<file path="src/core/aser_pkg.sv">
// Purpose: shared constants and types for the async serial receiver
// Assumes: 250 MHz mclk, oversampling by a bit-period count from software
// Notes:   fifo depth and character sizes fixed
package aser_pkg;
   localparam int         FIFO_DEPTH   = 2;
   localparam int         DATA_BITS    = 8;
   localparam int         PIN_COUNT    = 8;
   localparam int         SEL_W        = 3;
   localparam int         BAUD_W       = 16;
   localparam logic [3:0] BITS_EIGHT   = 4'h8;
   localparam logic [3:0] BITS_NINE    = 4'h9;
   localparam logic [3:0] BIT_CNT_ZERO = 4'h0;
   localparam logic [3:0] BIT_CNT_ONE  = 4'h1;
   localparam logic [1:0] COUNT_ZERO   = 2'h0;
   localparam logic [1:0] COUNT_ONE    = 2'h1;
   localparam logic [1:0] COUNT_FULL   = 2'h2;
   localparam logic       PTR_ZERO     = 1'b0;
   localparam logic [BAUD_W-1:0] BAUD_ZERO = 16'h0000;

   // one fifo entry: ninth bit, framing error, low byte
   typedef struct packed {
      logic       ninth;
      logic       frameErr;
      logic [7:0] data;
   } aser_entry_s;

   localparam aser_entry_s ENTRY_ZERO = '{ninth: 1'b0, frameErr: 1'b0, data: 8'h00};

   // receiver states, gray along idle-start-data-stop
   typedef enum logic [1:0] {
      RX_IDLE  = 2'b00,
      RX_START = 2'b01,
      RX_DATA  = 2'b11,
      RX_STOP  = 2'b10
   } aser_state_e;
endpackage : aser_pkg

</file>
<file path="src/core/aser_pin_sync.sv">
// Purpose: two-flop synchroniser for one pin-level input
// Assumes: input asynchronous to mclk
// Notes:   first stage read only by second
`timescale 1ns/1ns
`default_nettype none
module aser_pin_sync (
   // clock and reset
   input  wire logic mclk,
   input  wire logic nrst,
   input  wire logic clkEn,
   // pin level in, synchronised out
   input  wire logic pinIn,
   output var  logic pinSync
);
   logic stage1;

   // idle line is high, so reset to one
   always_ff @(posedge mclk) begin
      if (!nrst) begin
         stage1  <= 1'b1;
         pinSync <= 1'b1;
      end else if (clkEn) begin
         stage1  <= pinIn;
         pinSync <= stage1;
      end
   end
endmodule : aser_pin_sync
`default_nettype wire

</file>
<file path="src/core/aser_rx.sv">
// Purpose: async receiver with two-entry fifo, framing, overrun, ninth bit, address detect
// Assumes: bitPeriod in mclk cycles from external baud logic, at least 3
// Notes:   a data read pops one entry; overrun blocks reception until cleared
`timescale 1ns/1ns
`default_nettype none
// Overview of operation
// - each fifo entry stores its own framing-error bit beside the character.
// - framing error set when stop bit sampled low at its expected time.
// - frame error status read-only, shows only the oldest unread entry.
// - framing error never stops further characters entering the fifo.
// - data read pops fifo; status then shows next entry, no clear needed.
// - if all entries carry framing errors, reads leave the status set.
// - port enable low resets receiver and clears status; continuous enable does not.
// - a framing error alone raises no interrupt.
// - fifo holds two; third complete character before access flags overrun.
// - after overrun queued data stays readable, no new characters accepted.
// - overrun cleared only by dropping continuous-receive or port enable.
// - nine-bit select makes the shift register capture nine data bits.
// - ninth-bit status shows msb of oldest entry; read before popping byte.
// - address detect has its own enable and works only with nine bits.
// - address detect keeps only ninth-bit-one characters, discards all others.
// - in synchronous mode the port drives the shared data pin direction itself.
// - rx and clock inputs picked by input selects; outputs by per-pin selects.
module aser_rx (
   // clock, reset, enable
   input  wire logic                          mclk,
   input  wire logic                          nrst,
   input  wire logic                          clkEn,
   // control bits
   input  wire logic                          port_enable,
   input  wire logic                          continuous_rx_enable,
   input  wire logic                          nine_bit_rx_select,
   input  wire logic                          addr_detect_enable,
   input  wire logic                          syncMode,
   input  wire logic                          syncTxActive,
   input  wire logic [aser_pkg::BAUD_W-1:0]   bitPeriod,
   // pin routing
   input  wire logic [aser_pkg::SEL_W-1:0]    rx_input_select,
   input  wire logic [aser_pkg::SEL_W-1:0]    clk_input_select,
   input  wire logic [aser_pkg::PIN_COUNT-1:0] pinIn,
   input  wire logic [aser_pkg::PIN_COUNT-1:0] pin_output_select,
   input  wire logic                          syncDataOut,
   // pin outputs
   output var  logic [aser_pkg::PIN_COUNT-1:0] pinOut,
   output var  logic [aser_pkg::PIN_COUNT-1:0] pinOe,
   output var  logic                          clkInSync,
   // data read strobe and status
   input  wire logic                          rxDataRead,
   output var  logic [7:0]                    rx_data_reg,
   output var  logic                          rx_ninth_bit,
   output var  logic                          frame_err_flag,
   output var  logic                          overrun_err_flag,
   output var  logic                          rx_irq_flag
);
   logic [aser_pkg::PIN_COUNT-1:0] pinSync;
   logic                           rxLine;
   aser_pkg::aser_entry_s          fifoMem [aser_pkg::FIFO_DEPTH];
   logic                           rdPtr;
   logic                           wrPtr;
   logic [1:0]                     fifoCount;
   aser_pkg::aser_state_e          state;
   logic [aser_pkg::BAUD_W-1:0]    tick;
   logic [3:0]                     bitCnt;
   logic [8:0]                     rx_shift_reg;
   logic                           charDone;
   logic                           charFerr;
   logic [8:0]                     charBits;
   logic                           keepChar;
   logic                           doPush;
   logic                           doPop;
   logic                           rxRun;
   logic                           tickEnd;
   logic                           tickHalf;
   logic [3:0]                     bitsWanted;
   logic [aser_pkg::BAUD_W-1:0]    halfPeriod;

   // synchronise every candidate input pin before selection
   for (genvar gi = 0; gi < aser_pkg::PIN_COUNT; gi++) begin : gSync
      aser_pin_sync uSync (
         .mclk    (mclk),
         .nrst    (nrst),
         .clkEn   (clkEn),
         .pinIn   (pinIn[gi]),
         .pinSync (pinSync[gi])
      );
   end

   // input selection after synchronisers
   assign rxLine = pinSync[rx_input_select];

   // receiver runs only with port and continuous enable, blocked by overrun
   assign rxRun      = port_enable && continuous_rx_enable && !overrun_err_flag;
   assign bitsWanted = nine_bit_rx_select ? aser_pkg::BITS_NINE : aser_pkg::BITS_EIGHT;
   assign halfPeriod = bitPeriod >> 1;
   assign tickEnd    = (tick == bitPeriod - 16'h0001);
   assign tickHalf   = (tick == halfPeriod);

   // address filter: only with nine-bit select and ninth bit one
   assign keepChar = !(addr_detect_enable && nine_bit_rx_select) || charBits[8];
   assign doPop    = rxDataRead && (fifoCount != aser_pkg::COUNT_ZERO);
   assign doPush   = charDone && keepChar && (fifoCount != aser_pkg::COUNT_FULL || doPop);

   // bit-period tick counter, restarts at each start edge
   always_ff @(posedge mclk) begin
      if (!nrst || !port_enable) begin
         tick <= aser_pkg::BAUD_ZERO;
      end else if (clkEn) begin
         if (state == aser_pkg::RX_IDLE || tickEnd) begin
            tick <= aser_pkg::BAUD_ZERO;
         end else begin
            tick <= tick + 16'h0001;
         end
      end
   end

   // character state machine, samples mid-bit
   always_ff @(posedge mclk) begin
      if (!nrst || !port_enable) begin
         state        <= aser_pkg::RX_IDLE;
         bitCnt       <= aser_pkg::BIT_CNT_ZERO;
         rx_shift_reg <= 9'h000;
         charDone     <= 1'b0;
         charFerr     <= 1'b0;
         charBits     <= 9'h000;
      end else if (clkEn) begin
         charDone <= 1'b0;
         unique case (state)
            aser_pkg::RX_IDLE: begin
               if (rxRun && !rxLine && !(syncMode && syncTxActive)) begin
                  state <= aser_pkg::RX_START;
               end
            end
            aser_pkg::RX_START: begin
               if (tickHalf) begin
                  if (rxLine) begin
                     state <= aser_pkg::RX_IDLE; // glitch, not a start bit
                  end
               end else if (tickEnd) begin
                  state  <= aser_pkg::RX_DATA;
                  bitCnt <= aser_pkg::BIT_CNT_ZERO;
               end
            end
            aser_pkg::RX_DATA: begin
               if (tickHalf) begin
                  // lsb first; shift in from top then align at end
                  rx_shift_reg <= {rxLine, rx_shift_reg[8:1]};
                  bitCnt       <= bitCnt + aser_pkg::BIT_CNT_ONE;
               end else if (tickEnd && bitCnt == bitsWanted) begin
                  state <= aser_pkg::RX_STOP;
               end
            end
            aser_pkg::RX_STOP: begin
               if (tickHalf) begin
                  charFerr <= !rxLine;
                  charBits <= nine_bit_rx_select ? rx_shift_reg : {1'b0, rx_shift_reg[8:1]};
                  charDone <= 1'b1;
                  state    <= aser_pkg::RX_IDLE;
               end
            end
         endcase
      end
   end

   // fifo storage: each entry carries its own error and ninth bit
   always_ff @(posedge mclk) begin
      if (!nrst || !port_enable) begin
         fifoMem[0] <= aser_pkg::ENTRY_ZERO;
         fifoMem[1] <= aser_pkg::ENTRY_ZERO;
      end else if (clkEn && doPush) begin
         fifoMem[wrPtr] <= '{ninth: charBits[8], frameErr: charFerr, data: charBits[7:0]};
      end
   end

   // fifo pointers and count; read pops oldest
   always_ff @(posedge mclk) begin
      if (!nrst || !port_enable) begin
         rdPtr     <= aser_pkg::PTR_ZERO;
         wrPtr     <= aser_pkg::PTR_ZERO;
         fifoCount <= aser_pkg::COUNT_ZERO;
      end else if (clkEn) begin
         if (doPush) begin
            wrPtr <= ~wrPtr;
         end
         if (doPop) begin
            rdPtr <= ~rdPtr;
         end
         if (doPush && !doPop) begin
            fifoCount <= fifoCount + aser_pkg::COUNT_ONE;
         end else if (doPop && !doPush) begin
            fifoCount <= fifoCount - aser_pkg::COUNT_ONE;
         end
      end
   end

   // overrun: third whole character while fifo full and not accessed
   always_ff @(posedge mclk) begin
      if (!nrst || !port_enable || !continuous_rx_enable) begin
         overrun_err_flag <= 1'b0;
      end else if (clkEn && charDone && keepChar && fifoCount == aser_pkg::COUNT_FULL && !doPop) begin
         overrun_err_flag <= 1'b1;
      end
   end

   // status outputs from oldest entry after any pop/push this cycle
   always_ff @(posedge mclk) begin
      if (!nrst || !port_enable) begin
         rx_data_reg    <= 8'h00;
         rx_ninth_bit   <= 1'b0;
         frame_err_flag <= 1'b0;
         rx_irq_flag    <= 1'b0;
      end else if (clkEn) begin
         // next oldest: after pop rdPtr flips; if fifo empties, write slot becomes head
         if (doPop && fifoCount == aser_pkg::COUNT_ONE && !doPush) begin
            rx_data_reg    <= rx_data_reg;
            rx_ninth_bit   <= rx_ninth_bit;
            frame_err_flag <= frame_err_flag;
         end else if (fifoCount == aser_pkg::COUNT_ZERO && doPush) begin
            rx_data_reg    <= charBits[7:0];
            rx_ninth_bit   <= charBits[8];
            frame_err_flag <= charFerr;
         end else if (doPop && fifoCount == aser_pkg::COUNT_ONE) begin
            rx_data_reg    <= charBits[7:0];
            rx_ninth_bit   <= charBits[8];
            frame_err_flag <= charFerr;
         end else if (doPop) begin
            rx_data_reg    <= fifoMem[~rdPtr].data;
            rx_ninth_bit   <= fifoMem[~rdPtr].ninth;
            frame_err_flag <= fifoMem[~rdPtr].frameErr;
         end
         // flag follows occupancy only, never framing status
         rx_irq_flag <= (fifoCount != aser_pkg::COUNT_ZERO || doPush) &&
                        !(doPop && fifoCount == aser_pkg::COUNT_ONE && !doPush);
      end
   end

   // output routing and shared data pin direction
   always_ff @(posedge mclk) begin
      if (!nrst) begin
         pinOut    <= '0;
         pinOe     <= '0;
         clkInSync <= 1'b0;
      end else if (clkEn) begin
         clkInSync <= pinSync[clk_input_select];
         for (int i = 0; i < aser_pkg::PIN_COUNT; i++) begin
            pinOut[i] <= pin_output_select[i] & syncDataOut;
            pinOe[i]  <= pin_output_select[i] & port_enable & syncMode & syncTxActive;
         end
      end
   end
endmodule : aser_rx
`default_nettype wire

</file>
<file path="config.mk">
export PLATFORM = sky130hd
export DESIGN_NAME = aser_rx
export DESIGN_NICKNAME = d
export VERILOG_FILES = /design/src/core/aser_pkg.sv /design/src/core/aser_pin_sync.sv /design/src/core/aser_rx.sv
export SDC_FILE = /design/constraint.sdc
export NUM_CORES = 1
export LEC_CHECK = 0
export BUFFER_PORTS_ARGS = -buffer_cell sky130_fd_sc_hd__buf_2
export CORE_MARGIN = 4
export CORE_UTILIZATION = 40
export CTS_BUF_LIST = sky130_fd_sc_hd__clkbuf_8 sky130_fd_sc_hd__clkbuf_16
export DETAILED_ROUTE_END_ITERATION = 16
export PLACE_DENSITY = 0.59
export SYNTH_ARGS = -nofsm -noshare
export SYNTH_HDL_FRONTEND = slang
export SYNTH_SLANG_ARGS = --single-unit
</file>
<file path="constraint.sdc">
create_clock -name mclk -period 2.3 [get_ports mclk]
set_clock_uncertainty 0.1 [all_clocks]
set_input_delay 0 -clock mclk [delete_from_list [all_inputs] [get_ports mclk]]
set_output_delay 0 -clock mclk [all_outputs]
set_load 0.005 [all_outputs]
</file>
==> qor.yml <==
status: "finished clean"
tightest_slew_ns: 0.709
crit_path_max_incr_delay_ns: 0.37
crit_type: "reg2reg"
grt_util_all_layers_pct: 18.4
fp.dieH_um: 127
cts.sinks: 111
dr.pass1.iters: 4
num_antenna_cells: 0
finalWirelength_um: 14400
vias: 4717
placed_cell_area_um2: 6590
cts_made_buffers: 9
fin_crit_ns: 2.29
grt_overflow: 0
gp_congestion: 0.864
die_w_um: 127
critPathTopFamily: "compound AO/OA/AOI/OAI gates"
die_area_um2: 16200
yosys.area.top_type: "dfxtp_1"
placedCellCount: 881
worst_setup_path_end_kind: "flop"
met2_usage_pct: 30.7
ir_drop_mv: 0.623
worstPathCellList: "xor2_1 -> o31a_1 -> a2111oi_4 -> o2111ai_2 -> buf_4 -> nor4_4 -> buf_4 -> nor3_1"
drt-initial-drc-count: 222
timing.fmax_mhz: 436
ant_nets: 0
use_met3_pct: 6.06
cts.path.max_buffers: 2
setup_viol_count_final: 0
h-tree-depth: 3
min_path_type: "in2reg"
cp_max_fo: 4
yosysUniqueCellTypes: 57
cp_common_cell: "buf_4"
worstPathArrival_ns: 2.45
top_regs: "fifoMem: 20 flops, tick: 16 flops"
antenna_found_initial: 0
worst-path-buf-inv: 2
syn-instance-count: 606
use_met1_pct: 23.4
cts_root_buffer: "clkbuf_16"
nets: 795
grt_max_degree: 27
fill_cells: 1290
rsz0062_at_grt: "yes"
yosysWarnings: 0
synth_area_leaders: "dfxtp_1, edfxtp_1, mux2i_1, nor2_1, xnor2_1"
grt_pass1_vias: 4730
cap_violations: 0
grt_pass1_wl_um: 24000
busiest_layer: "met2"
start_util_pct: 41.0
viasPerCell: 5.10
synth_edf_count: 20
wl_per_cell_um: 15.6
synthArstFlopShare_pct: 0
yosysSeqAreaShare_pct: 42.6
slowest_stage: "a2111oi_4"
drive_above_1_share_pct: 26.7
p_leak_nw: 2.92
core_region_area_um2: 13900
finalInstanceArea_um2: 7270
stdcell_count: 924
portBuffers: 77
synth_area_um2: 5690
syn_nets: 662
synth_ff_type: "dfxtp_1"
critPathLaunchType: "flop"
drc: 0
slew_viol_final: 0
post-route-period-util_pct: 99.7
io-pin-count: 78
hpwl_um: 10300
required_ns: 2.46
synth_top_area_share_pct: 32.0
ys_seq_elements: 111
largest_reg_flops: 20
syn_avg_cell_area_um2: 9.38
regMostFlops: "fifoMem"
hold_viol: 0
slew_headroom_pct: 52.7
clk_latency_ns: 0.37
path_clk_slew_ns: 0.08
power_per_cell_area_nw_per_um2: 545
area_delta_synth_final_pct: 27.8
num_rows: 43
synthTopCellsByCount: "dfxtp_1, nor2_1, mux2i_1, nand2_1, xnor2_1"
cts_tree: "built"
yosysMostFrequentCell: "dfxtp_1"
==> cell usage in the layout, fill, tap and decap left out, drive strengths merged, types with 7 or more instances in the layout <==
master,count
nand3,7
o21ai,12
a22oi,17
nor2,77
nor2b,19
dlygate4sd3,24
xor2,22
mux2i,57
a21oi,27
clkbuf,9
and2,23
nand2,47
xnor2,32
nand4,9
ha,7
nor3,25
buf,139
dfxtp,91
edfxtp,20
inv,16
==> power by group <==
group          switching, W  leakage [nW]  internal (W)  total (W)
Sequential        0.0000184         0.957       0.00201    0.00203
Clock              0.000791         0.142      0.000760    0.00155
Combinational      0.000192          1.82      0.000185   0.000377
==> layout make-up <==
class                   instances  area (um2)  share of cell area (%)
clock buffers                   9         225                    3.10
clock inverters                 7        61.3                   0.844
inverters                      11        41.3                   0.568
multi-input cells             443        3160                    43.5
flip-flops and latches        111        2430                    33.4
well taps                     180         225                    3.10
repair buffers                163        1120                    15.4
==> final timing paths <==
| kind | startpoint | endpoint | slack, ns | depth (start not counted) |
|---|---|---|---|---|
| min | port_enable | fifoCount[0]$_SDFFE_PP0P_ | 0.0002 | 3 |
| min reg2reg | gSync[5].uSync.stage1$_SDFFE_PN1P_ | gSync[5].uSync.stage1$_SDFFE_PN1P_ | 0.37 | 2 |
| max reg2reg | tick[4]$_SDFFE_PP0P_ | bitCnt[1]$_SDFFE_PP0P_ | 0.008 | 8 |
| max | tick[4]$_SDFFE_PP0P_ | bitCnt[1]$_SDFFE_PP0P_ | 0.008 | 8 |
==> routing by layer <==
layer	routed length, um	share of wire (%)
met5	0	0
met3	822	5.7
met1	6510	45
met2	6930	48
met4	132	0.92
==> per-stage QoR <==
step                setup TNS (ns)  setup slack, ns  hold WS (ns)  util (%)  total power, W
floorplan                   -0.244          -0.0290        0.0284         -         0.00226
global placement             -1.48           -0.128         0.116      47.4         0.00240
detailed placement           -2.62           -0.145         0.120      47.4         0.00241
CTS                              0          0.00853       0.00922      51.5         0.00399
global route                -0.647          -0.0846        0.0321      52.4         0.00412
finish                           0          0.00793      0.000193      52.4         0.00396
==> worst min-delay path: cells and delay by family <==
kind	cells	cell delay, ns
simple gates	2	0.32
buf+inv	1	0.11
==> repair_timing <==
action / in CTS / in global routing
buffers inserted: 1 / 1
cloned: 0 / 1
gates resized for setup: 4 / 27
pin swaps: 7 / 3
endpoints found under the hold margin: 32 / 0
endpoints found under the setup margin: 25 / 60
hold buffers: 24 / 0
==> kinds of logic (layout without fill, tap and decap cells) <==
kind of cell / Yosys count / count (layout) / synth area share [%]
AOI/OAI and AO/OA: 85 / 85 / 10.6
DFF: 111 / 111 / 42.6
muxes: 62 / 62 / 11.8
xor gates and xnor gates: 54 / 54 / 8.32
buffers and inverters: 52 / 190 / 3.90
and+or+nand+nor: 235 / 235 / 21.3
adders and majority gates: 7 / 7 / 1.54
Note: power is estimated with default switching activity, not from simulation.
